### config.mk
export PLATFORM = sky130hd
export DESIGN_NAME = gds_regs
export DESIGN_NICKNAME = d
export VERILOG_FILES = /design/src/gds_pkg.sv /design/src/gds_regs.sv
export VERILOG_INCLUDE_DIRS = /design/src /design/src/src
export SDC_FILE = /design/constraint.sdc
export NUM_CORES = 1
export LEC_CHECK = 0
export CELL_PAD_IN_SITES_DETAIL_PLACEMENT = 2
export CELL_PAD_IN_SITES_GLOBAL_PLACEMENT = 2
export CORE_MARGIN = 5
export CORE_UTILIZATION = 39
export DETAILED_ROUTE_END_ITERATION = 6
export DONT_BUFFER_PORTS = 1
export GPL_ROUTABILITY_DRIVEN = 0
export PLACE_DENSITY_LB_ADDON = 0.05
export SKIP_CTS_REPAIR_TIMING = 1
export SLEW_MARGIN = 25
export SYNTH_ARGS = -nofsm -noshare
export SYNTH_HDL_FRONTEND = slang
export SYNTH_SLANG_ARGS = --single-unit
export TNS_END_PERCENT = 20
### constraint.sdc
create_clock -name clk_in -period 6 [get_ports clk_in]
set_input_delay 0 -clock clk_in [delete_from_list [all_inputs] [get_ports clk_in]]
set_output_delay 0 -clock clk_in [all_outputs]
set_load 0.005 [all_outputs]
### src/gds_params.svh
`ifndef GDS_PARAMS_SVH
`define GDS_PARAMS_SVH
// Register offsets on the plain register port.
`define GDS_ADDR_PIN 4'h0
`define GDS_ADDR_DELAY 4'h1
`define GDS_ADDR_MAP_UP 4'h2
`define GDS_ADDR_MAP_LO 4'h3
`define GDS_ADDR_CFG 4'h4
`define GDS_ADDR_IRQ_STAT 4'h5
`define GDS_ADDR_IRQ_MASK 4'h6
// Pin control field positions.
`define GDS_PIN_F1_BIT 7
`define GDS_PIN_F0_BIT 6
`define GDS_PIN_DIR_LSB 3
`define GDS_PIN_DATA_LSB 0
// Delay field positions.
`define GDS_DLY_MUX_LSB 8
`define GDS_DLY_GPO_LSB 0
// Channel byte field positions.
`define GDS_CH_PSEL_LSB 5
`define GDS_CH_ORD_LSB 2
`define GDS_CH_EN_BIT 1
`define GDS_CH_OEN_BIT 0
// Configuration field positions.
`define GDS_CFG_SRC_BIT 0
`define GDS_CFG_SEQ_LSB 1
`define GDS_CFG_GPO_LSB 3
`define GDS_CFG_ERR_BIT 8
// Interrupt status bit positions.
`define GDS_IRQ_CONFLICT 0
`define GDS_IRQ_SETTLED 1
`define GDS_IRQ_REFUSED 2
// Reset values.
`define GDS_RST_PIN 8'h40
`define GDS_RST_DELAY 16'h0000
`define GDS_RST_MAP 24'h000000
`define GDS_RST_CFG 6'h02
`define GDS_RST_IRQ 3'h0
// Sequencer mode in which the channel map may drive the pins.
`define GDS_SEQ_MAPPED 2'h3
// Timing in nanoseconds.
`define GDS_CLK_PERIOD_NS 20
`define GDS_MUX_STEP_NS 4000
`define GDS_GPO_STEP_NS 20000
`endif

### src/gds_pkg.sv
`default_nettype none
package gds_pkg;
  typedef logic [23:0] gds_word_t;
  typedef logic [3:0] gds_addr_t;
  typedef logic [2:0] gds_tri_t;
  typedef enum logic [3:0] {
    GDS_IDLE = 4'h1,
    GDS_MUX = 4'h2,
    GDS_GPO = 4'h4,
    GDS_DONE = 4'h8
  } gds_state_t;
endpackage : gds_pkg
`default_nettype wire

### src/gds_regs.sv
// What this block does
// - Pin one is a general pin when its select bit is 1, else sync input.
// - Pin zero is a general pin when its select bit is 1, else clock input.
// - Three direction bits, index matching pin; 1 makes the pin an output.
// - Direction 0 makes an input; its data bit reads the pin level.
// - Outside mapped mode an output pin is driven to the level held in its data bit.
// - Eight-bit multiplexer delay, 4 us per count, zero means no delay.
// - Eight-bit output-pin delay, 20 us per count, zero means no delay.
// - A channel joins the scan only when its scan enable is set.
// - Output enable decides whether selecting the channel activates its pin.
// - Three-bit position field places the channel in the scan order.
// - Three-bit pin select pairs the channel with one pin: codes 0-2 output pins, 3-5 general pins, 6-7 none.
// - Channel map writes are refused while a conversion is active.
// - Mode 3 with source bit set drives pins from the map, else direct.
// - Error flag when two output-enabled channels map one pin; codes 0-2 are outputs 0-2.
`timescale 1ns/10ps
`default_nettype none
`include "gds_params.svh"
module gds_regs #(
  parameter int MUX_STEP_CYC = (`GDS_MUX_STEP_NS + `GDS_CLK_PERIOD_NS - 1) / `GDS_CLK_PERIOD_NS,
  parameter int GPO_STEP_CYC = (`GDS_GPO_STEP_NS + `GDS_CLK_PERIOD_NS - 1) / `GDS_CLK_PERIOD_NS
) (
  // Clock and reset.
  input wire logic clk_in,
  input wire logic rst_in,
  // Register port.
  input wire gds_pkg::gds_addr_t addr_in,
  input wire gds_pkg::gds_word_t wdata_in,
  input wire logic wr_in,
  input wire logic rd_in,
  output gds_pkg::gds_word_t rdata_out,
  // Sequencer side.
  input wire logic conv_active_in,
  input wire logic step_req_in,
  input wire gds_pkg::gds_tri_t step_pos_in,
  output gds_pkg::gds_tri_t step_chan_out,
  output logic step_hit_out,
  output logic settle_done_out,
  // Pins.
  input wire gds_pkg::gds_tri_t gpio_pin_in,
  output gds_pkg::gds_tri_t gpio_pin_out,
  output gds_pkg::gds_tri_t gpio_pin_oe_out,
  output gds_pkg::gds_tri_t gpo_out,
  output logic sync_out,
  output logic ext_clock_out,
  // Interrupt.
  output logic irq_out
);
  import gds_pkg::*;

  logic [7:0] pin_direction_value_control_reg;
  logic [15:0] settling_delay_config_reg;
  gds_word_t scan_map_upper_channels_reg;
  gds_word_t scan_map_lower_channels_reg;
  logic [5:0] cfg_reg;
  logic [2:0] irq_stat_reg;
  logic [2:0] irq_mask_reg;
  gds_tri_t pin_meta_reg;
  gds_tri_t pin_sync_reg;
  gds_state_t state_reg;
  // Eighteen bits hold the longest pin wait of 255 steps at the default step length.
  logic [17:0] cnt_reg;
  gds_tri_t chan_reg;
  logic [5:0] act_pin_reg;
  logic conflict_reg;
  logic [47:0] map_w;
  logic mapped_mode_w;
  logic [3:0] lookup_w;
  logic [5:0] act_next_w;
  logic conflict_w;
  logic read_stat_w;

  // Byte of one channel out of the joined map.
  function automatic logic [7:0] chan_byte(input logic [47:0] map, input int ch);
    chan_byte = map[8*ch +: 8];
  endfunction : chan_byte

  // Finds the enabled channel placed at a scan position; lowest index wins a tie.
  function automatic logic [3:0] find_chan(input logic [47:0] map, input gds_tri_t pos);
    logic [7:0] b;
    find_chan = 4'h0;
    for (int ch = 5; ch >= 0; ch--) begin
      b = chan_byte(map, ch);
      if (b[`GDS_CH_EN_BIT] && b[`GDS_CH_ORD_LSB +: 3] == pos) begin
        find_chan = {1'b1, 3'(ch)};
      end
    end
  endfunction : find_chan

  // One-hot pin from a select code: 0-2 output pins, 3-5 general pins, else none.
  function automatic logic [5:0] pin_onehot(input logic [2:0] code);
    pin_onehot = (code < 3'h6) ? 6'(6'h01 << code) : 6'h00;
  endfunction : pin_onehot

  // Only channels that drive a pin can collide on it.
  function automatic logic pin_clash(input logic [47:0] map);
    logic [7:0] a;
    logic [7:0] b;
    pin_clash = 1'b0;
    for (int i = 0; i < 6; i++) begin
      for (int j = i + 1; j < 6; j++) begin
        a = chan_byte(map, i);
        b = chan_byte(map, j);
        if (a[`GDS_CH_OEN_BIT] && b[`GDS_CH_OEN_BIT] &&
            (pin_onehot(a[`GDS_CH_PSEL_LSB +: 3]) & pin_onehot(b[`GDS_CH_PSEL_LSB +: 3])) != 6'h00) begin
          pin_clash = 1'b1;
        end
      end
    end
  endfunction : pin_clash

  // Decoded views of the registers.
  assign map_w = {scan_map_upper_channels_reg, scan_map_lower_channels_reg};
  assign mapped_mode_w = (cfg_reg[`GDS_CFG_SEQ_LSB +: 2] == `GDS_SEQ_MAPPED)
                       && cfg_reg[`GDS_CFG_SRC_BIT];
  assign lookup_w = find_chan(map_w, step_pos_in);
  assign conflict_w = pin_clash(map_w);
  assign read_stat_w = rd_in && (addr_in == `GDS_ADDR_IRQ_STAT);

  // Pin the current channel activates, if its output enable allows it.
  always_comb begin
    logic [7:0] b;
    b = chan_byte(map_w, int'(chan_reg));
    act_next_w = 6'h00;
    if (mapped_mode_w && b[`GDS_CH_OEN_BIT]) begin
      act_next_w = pin_onehot(b[`GDS_CH_PSEL_LSB +: 3]);
    end
  end

  // Pin inputs pass two flip-flops before anything reads them.
  always_ff @(posedge clk_in) begin
    if (rst_in) begin
      pin_meta_reg <= 3'h0;
      pin_sync_reg <= 3'h0;
    end else begin
      pin_meta_reg <= gpio_pin_in;
      pin_sync_reg <= pin_meta_reg;
    end
  end

  // Software writes; the map is frozen while a conversion runs.
  always_ff @(posedge clk_in) begin
    if (rst_in) begin
      pin_direction_value_control_reg <= `GDS_RST_PIN;
      settling_delay_config_reg <= `GDS_RST_DELAY;
      scan_map_upper_channels_reg <= `GDS_RST_MAP;
      scan_map_lower_channels_reg <= `GDS_RST_MAP;
      cfg_reg <= `GDS_RST_CFG;
      irq_mask_reg <= `GDS_RST_IRQ;
    end else if (wr_in) begin
      // A refused map write keeps the old map; the refusal shows up in the status register.
      case (addr_in)
        `GDS_ADDR_PIN: pin_direction_value_control_reg <= wdata_in[7:0];
        `GDS_ADDR_DELAY: settling_delay_config_reg <= wdata_in[15:0];
        `GDS_ADDR_MAP_UP: begin
          if (!conv_active_in) begin
            scan_map_upper_channels_reg <= wdata_in;
          end
        end
        `GDS_ADDR_MAP_LO: begin
          if (!conv_active_in) begin
            scan_map_lower_channels_reg <= wdata_in;
          end
        end
        `GDS_ADDR_CFG: cfg_reg <= wdata_in[5:0];
        `GDS_ADDR_IRQ_MASK: irq_mask_reg <= wdata_in[2:0];
        default: ;
      endcase
    end
  end

  // Read data in the cycle after the strobe; input pins read their synchronised level.
  always_ff @(posedge clk_in) begin
    if (rst_in) begin
      rdata_out <= 24'h000000;
    end else if (rd_in) begin
      case (addr_in)
        `GDS_ADDR_PIN: begin
          // Output pins read back their data bit, input pins the synchronised level.
          rdata_out <= {16'h0000, pin_direction_value_control_reg[7:3],
                        (pin_direction_value_control_reg[`GDS_PIN_DIR_LSB +: 3]
                         & pin_direction_value_control_reg[`GDS_PIN_DATA_LSB +: 3])
                        | (~pin_direction_value_control_reg[`GDS_PIN_DIR_LSB +: 3]
                           & pin_sync_reg)};
        end
        `GDS_ADDR_DELAY: rdata_out <= {8'h00, settling_delay_config_reg};
        `GDS_ADDR_MAP_UP: rdata_out <= scan_map_upper_channels_reg;
        `GDS_ADDR_MAP_LO: rdata_out <= scan_map_lower_channels_reg;
        `GDS_ADDR_CFG: rdata_out <= {15'h0000, conflict_reg, 2'h0, cfg_reg};
        `GDS_ADDR_IRQ_STAT: rdata_out <= {21'h000000, irq_stat_reg};
        `GDS_ADDR_IRQ_MASK: rdata_out <= {21'h000000, irq_mask_reg};
        default: rdata_out <= 24'h000000;
      endcase
    end else begin
      rdata_out <= 24'h000000;
    end
  end

  // Live conflict flag, registered so its rising edge can be an event.
  always_ff @(posedge clk_in) begin
    if (rst_in) begin
      conflict_reg <= 1'b0;
    end else begin
      conflict_reg <= conflict_w;
    end
  end

  // Sticky events; a new event in the reading cycle survives the clear.
  always_ff @(posedge clk_in) begin
    if (rst_in) begin
      irq_stat_reg <= `GDS_RST_IRQ;
      irq_out <= 1'b0;
    end else begin
      irq_stat_reg <= (read_stat_w ? 3'h0 : irq_stat_reg)
                    | {wr_in && conv_active_in
                       && (addr_in == `GDS_ADDR_MAP_UP || addr_in == `GDS_ADDR_MAP_LO),
                       state_reg == GDS_DONE,
                       conflict_w && !conflict_reg};
      // The mask gates only the output; status bits record events whether masked or not.
      irq_out <= |(irq_stat_reg & irq_mask_reg);
    end
  end

  // Settling sequence: mux wait, pin activation, pin wait, done.
  always_ff @(posedge clk_in) begin
    if (rst_in) begin
      state_reg <= GDS_IDLE;
      cnt_reg <= 18'h00000;
      chan_reg <= 3'h0;
      step_chan_out <= 3'h0;
      step_hit_out <= 1'b0;
      act_pin_reg <= 6'h00;
      settle_done_out <= 1'b0;
    end else begin
      settle_done_out <= 1'b0;
      if (!mapped_mode_w) begin
        act_pin_reg <= 6'h00;
      end
      case (state_reg)
        GDS_IDLE: begin
          if (step_req_in) begin
            chan_reg <= lookup_w[2:0];
            step_chan_out <= lookup_w[2:0];
            step_hit_out <= lookup_w[3];
            act_pin_reg <= 6'h00;
            cnt_reg <= 18'(settling_delay_config_reg[`GDS_DLY_MUX_LSB +: 8] * MUX_STEP_CYC);
            state_reg <= GDS_MUX;
          end
        end
        // A zero count still spends one cycle here, so every settle has a fixed minimum.
        GDS_MUX: begin
          if (cnt_reg != 18'h00000) begin
            cnt_reg <= cnt_reg - 18'h00001;
          end else if (step_hit_out && act_next_w != 6'h00) begin
            act_pin_reg <= act_next_w;
            cnt_reg <= 18'(settling_delay_config_reg[`GDS_DLY_GPO_LSB +: 8] * GPO_STEP_CYC);
            state_reg <= GDS_GPO;
          end else begin
            state_reg <= GDS_DONE;
          end
        end
        GDS_GPO: begin
          if (cnt_reg != 18'h00000) begin
            cnt_reg <= cnt_reg - 18'h00001;
          end else begin
            state_reg <= GDS_DONE;
          end
        end
        GDS_DONE: begin
          settle_done_out <= 1'b1;
          state_reg <= GDS_IDLE;
        end
        default: state_reg <= GDS_IDLE;
      endcase
    end
  end

  // Pin drivers; shared pins give up output drive when used for sync or clock.
  always_ff @(posedge clk_in) begin
    if (rst_in) begin
      gpio_pin_out <= 3'h0;
      gpio_pin_oe_out <= 3'h0;
      gpo_out <= 3'h0;
      sync_out <= 1'b0;
      ext_clock_out <= 1'b0;
    end else begin
      // Pin two has no second function, so only its direction bit gates its driver.
      gpio_pin_oe_out <= pin_direction_value_control_reg[`GDS_PIN_DIR_LSB +: 3]
                       & {1'b1, pin_direction_value_control_reg[`GDS_PIN_F1_BIT],
                          pin_direction_value_control_reg[`GDS_PIN_F0_BIT]};
      gpio_pin_out <= mapped_mode_w ? act_pin_reg[5:3]
                                    : pin_direction_value_control_reg[2:0];
      gpo_out <= mapped_mode_w ? act_pin_reg[2:0] : cfg_reg[`GDS_CFG_GPO_LSB +: 3];
      // Sync and clock are sampled copies of the pins, so only slow edges pass faithfully.
      sync_out <= !pin_direction_value_control_reg[`GDS_PIN_F1_BIT] && pin_sync_reg[1];
      ext_clock_out <= !pin_direction_value_control_reg[`GDS_PIN_F0_BIT] && pin_sync_reg[0];
    end
  end
endmodule : gds_regs
`default_nettype wire

## Word level (Yosys, flattened, before mapping)

Cells that the tools add are included.

| word-level totals | value |
|---|---|
| bits in registers | 160 |

| operators by class | value |
|---|---|
| muxes and demuxes | 49 |
| reduce and logical (&&, ||, !) cells | 79 |
| $lt $le $gt $ge | 7 |
| shift-type cells | 8 |
| add/subtract/negate cells | 1 |
| $mul | 2 |
| bitwise operators | 24 |
| eq/ne operators | 22 |

Operators by type and width:

| kind | number |
|---|---|
| one-hot mux 24 bit (7 select lines) | 1 |
| nonzero test 6 bit | 16 |
| bitwise AND 6 bit | 15 |
| 2-to-1 mux 18 bit | 4 |
| 2-to-1 mux 6 bit | 12 |
| one-hot mux 18 bit (3 select lines) | 1 |
| indexed part select 48 x 7 -> 8 bit | 1 |
| logical AND 1 bit | 45 |
| << shifter 1 x 3 -> 6 bit, first input constant | 7 |
| 2-to-1 mux 4 bit | 10 |
| less-than comparator 3 bit, second input constant | 7 |
| == test 3 bit | 6 |
| nonzero test 18 bit | 1 |
| subtractor 18 x 1 -> 18 bit, second input constant | 1 |
| == test 4 x 3 -> 1 bit, second input constant | 4 |
| 2-to-1 mux 1 bit | 16 |
| multiplier 8 x 7 -> 15 bit, second input constant | 1 |
| multiplier 8 x 5 -> 13 bit, second input constant | 1 |
| bitwise AND 3 bit | 4 |
| == test 4 x 2 -> 1 bit, second input constant | 3 |
| one-hot mux 4 bit (3 select lines) | 1 |
| one-hot mux 6 bit (2 select lines) | 1 |
| AND reduction 2 bit | 5 |
| 2-to-1 mux 3 bit | 3 |
| 16 further kinds | 26 |

## Longest topological paths before layout

| depth | value |
|---|---|
| word-level depth | 22 |
| mapped depth | 14 |

## Least setup slack after synthesis

OpenSTA, ideal clock, no wires.

| timing | value |
|---|---|
| path kind | register -> register |
| start | register settling_delay_config_reg[1] |
| end | register cnt_reg[17] |
| setup slack | 1883 ps |
| buffers on the path | 0 |
| library setup time | 91 ps |
| arrival | 4026 ps |
| clock period less this slack | 4117 ps |
| stages on the path, launching flop included | 15 |
| path through | dfxtp_1 -> inv_1 -> fa_1 -> fa_1 -> fa_1 -> fa_1 -> inv_1 -> ha_1 -> and2_1 -> a31oi_1 -> a31oi_1 -> a41oi_1 -> mux2i_1 -> nand2_1 -> a311oi_1 |

| on the way | value |
|---|---|
| word-level cells in the longest chain between the ends | 4 |

Ends and longest elaborated chain:

| item | line | source |
|---|---|---|
| start, declared | gds_regs.sv:52 | `logic [15:0] settling_delay_config_reg;` |
| start signal, assigned | gds_regs.sv:145 | `` settling_delay_config_reg <= `GDS_RST_DELAY; `` |
| start signal, assigned | gds_regs.sv:154 | `` `GDS_ADDR_DELAY: settling_delay_config_reg <= wdata_in[15:0]; `` |
| multiplier 8 x 7 -> 15 bit | gds_regs.sv:256 | `` cnt_reg <= 18'(settling_delay_config_reg[`GDS_DLY_GPO_LSB +: 8] * GPO_STEP_CYC); `` |
| 2-to-1 mux 18 bit | gds_regs.sv:254 | `end else if (step_hit_out && act_next_w != 6'h00) begin` |
| 2-to-1 mux 18 bit | gds_regs.sv:252 | `if (cnt_reg != 18'h00000) begin` |
| one-hot mux 18 bit (3 select lines) | gds_regs.sv:239 | `case (state_reg)` |
| end signal, assigned | gds_regs.sv:246 | `` cnt_reg <= 18'(settling_delay_config_reg[`GDS_DLY_MUX_LSB +: 8] * MUX_STEP_CYC); `` |
| end signal, assigned | gds_regs.sv:253 | `cnt_reg <= cnt_reg - 18'h00001;` |
| end signal, assigned | gds_regs.sv:256 |  |
| end, declared | gds_regs.sv:62 | `logic [17:0] cnt_reg;` |

Every way passes these cells. The select of a mux whose other input is x is not followed.
A chain may end at the register's enable or synchronous reset.

## Worst setup path in the final report

Same ends and word-level chain as after synthesis.

==> flow_summary_export.csv <==
group,metric,value,unit
timing,hold_violations,5,
timing,skew,0.0142,ns
flow_run,drv_cap,0,
global_routing,grt_pass1_wl,53.3,mm
global_routing,grt_pass1_vias,9101,
timing,fin_crit,4.51,ns
cells_and_area,syn_to_final_growth,12.9,%
detailed_routing,wl_per_cell,23.1,um
floorplan,ios,81,
synthesis,synth.largest_area_cell,"dfxtp_1",
synthesis,ys_seq_area_frac,0.332,
pwr,power_leakage,4.29,nW
pwr,power,2.50,mW
cells_and_area,drive_gt1_frac,0.0623,
floorplan,num_rows,57,
synthesis,synth_edf_count,0,
clock_tree,cts_buffers,17,
cells_and_area,nets,1305,
floorplan,initial_core_util,0.397,
place,dpl_cell_area,0.00984,mm^2
timing,setup_violations,0,
detailed_routing,num_vias,8659,
timing,hold_ws,-0.0351,ns
detailed_routing,drtIter0Drc,396,
setup_path,critical_path_class,"reg2reg",
clock_tree,clock_path_buffers,2,
clock_tree,clock-sinks,160,
synthesis,ys.flop_type,"dfxtp_1",
synthesis,synthTopCellsByArea,"dfxtp_1 (33%), ha_1 (8.4%), nand2_1 (7.4%)",
synthesis,ys_warn_count,0,
detailed_routing,wl,35.0,mm
clock_tree,clk_pin_slew,0.07,ns
timing,relSlewSlack,0.335,
synthesis,yosysMostFrequentCell,"nand2_1",
synthesis,synth.top_cell.area_share,0.332,
timing,finalCritPeriodShare,0.752,
cells_and_area,n_antenna_cell,0,
hold_path,min-delay-start,"addr_in[0]",
global_routing,track_usage,0.239,
place,pre_cts_slack,1.47,ns
synthesis,syn_nets,1309,
setup_path,worstReg2RegStart,"settling_delay_config_reg[1]",
pwr,peakVddDrop,0.149,mV
timing,fmax,222,MHz
global_routing,antenna_found_initial,0,
run_status,violations,"negative hold slack",
synthesis,avgSynthCellArea,8.19,um^2
clock_tree,h-tree-depth,4,
synthesis,yosys-top-cells-count,"nand2_1 (190), dfxtp_1 (160), a21oi_1 (127)",
synthesis,synthCells,1179,
global_routing,grt-ovfl-total,0,
place,dp_hpwl,24.5,mm
setup_path,end_kind,"flop",
cells_and_area,stdcell_area,0.0109,mm^2
setup_path,critPathArrivalTime,4.85,ns
timing,worst_slew_pin_slew,0.994,ns
detailed_routing,drt_first_pass_iters,5,
hold_path,hold_class,"in2reg",
pwr,power_density,229,mW/mm^2
timing,fin_tns_setup,0,ns
detailed_routing,via_per_inst,5.73,
floorplan,fp.dieW,167,um
setup_path,critPathLaunch,"settling_delay_config_reg[1]",
run_status,outcome,"finished, violations left",
timing,setup_slack,1.49,ns
global_routing,grt_max_degree,129,
timing,drv_slew,0,
clock_tree,clk_latency,0.44,ns
timing,rsz0062_at_grt,"false",
detailed_routing,ant_nets,0,
setup_path,required,6.34,ns
detailed_routing,drc,0,
synthesis,synth_seq_cells,160,
place,portBuffers,0,
synthesis,netlist_area,0.00966,mm^2
clock_tree,cts.root.buffer_cell,"clkbuf_16",
setup_path,cp-start-kind,"flop",
floorplan,die-area,0.0280,mm^2
clock_tree,cts_tree,"yes",
floorplan,core,0.0243,mm^2
floorplan,die_h,167,um
synthesis,synth.distinct_cells,70,
setup_path,critical_path.max_fanout,7,
setup_path,r2r_slack,1.49,ns
synthesis,async_flop_share,0,
-- layout by cell type, fill, tap and decap left out, drive strengths merged, types with 4 or more instances in the layout --
cell type	instances
a21o	8
or3	8
a222oi	5
o21ai	31
a211oi	5
nand2	190
nand2b	15
nor2b	15
and3	4
a21oi	127
a31oi	7
and2	4
xnor2	44
mux2i	30
xor2	25
nor2	87
clkbuf	18
nor3	21
a22oi	9
dlygate4sd3	43
dfxtp	160
inv	67
nor4	13
mux2	13
a22o	4
ha	65
fa	25
buf	10
or2	4
o32ai	17
or4	4
nand3	46
nand4	8
o22ai	6
-- power by group --
part | leakage [nW] | internal (mW) | switching [mW] | total, mW
logic | 2.71 | 0.0946 | 0.153 | 0.248
registers | 1.29 | 1.08 | 0.0201 | 1.10
clock network | 0.288 | 0.630 | 0.524 | 1.15
total | 4.29 | 1.80 | 0.698 | 2.50
-- worst max-delay path, stage by stage (launching register included) --
cell      delay, ns
dfxtp_1        0.50
inv_1          0.12
fa_1           0.59
fa_1           0.45
fa_1           0.51
fa_1           0.52
inv_1          0.04
ha_1           0.35
and2_1         0.18
a31oi_1        0.18
a31oi_1        0.17
a41oi_1        0.28
mux2i_1        0.22
nand2_1        0.07
a311oi_1       0.23
-- cells by family (layout without fill, tap and decap cells) --
group / after synthesis / count (layout) / share of synthesized area
simple gates: 428 / 428 / 0.202
compound gates: 252 / 252 / 0.162
flops: 160 / 160 / 0.332
buf+inv: 135 / 144 / 0.0548
fa+ha+maj: 90 / 90 / 0.136
xor+xnor: 70 / 70 / 0.0649
mux: 44 / 44 / 0.0486
-- through the flow --
| stage | cells | util | hold slack (ns) |
|---|---|---|---|
| finish | 1512 | 0.448 | -0.0351 |
| detailed placement | 1436 | 0.405 | 0.0861 |
| global route | 1512 | 0.448 | 0.000706 |
| CTS | 1468 | 0.429 | -0.392 |
| global placement | 1436 | 0.404 | 0.0848 |
| floorplan | 1179 | - | 0.128 |
-- final timing paths --
kind / cells past startpoint / to
worst min register to register: 1 / pin_sync_reg[2]
worst max-delay path: 14 / cnt_reg[17]
worst min-delay path: 4 / rdata_out[12]
worst max register to register: 14 / cnt_reg[17]
-- cell type report --
class / instances / area [um^2]
Tap cell: 324 / 405
Inverter: 59 / 221
Clock buffer: 18 / 429
Timing Repair Buffer: 53 / 526
Multi-Input combinational cell: 884 / 5940
Clock inverter: 14 / 170
Fill cell: 2698 / 13400
Sequential cell: 160 / 3200
-- per-layer routing --
metal,part of all wire,vias to the layer above,global-route usage
li1,-,4060,-
met1,0.47,4395,0.327
met2,0.48,177,0.398
met3,0.033,27,0.0443
met4,0.013,0,0.0466
met5,0,-,0
(Power assumes the default switching activity.)
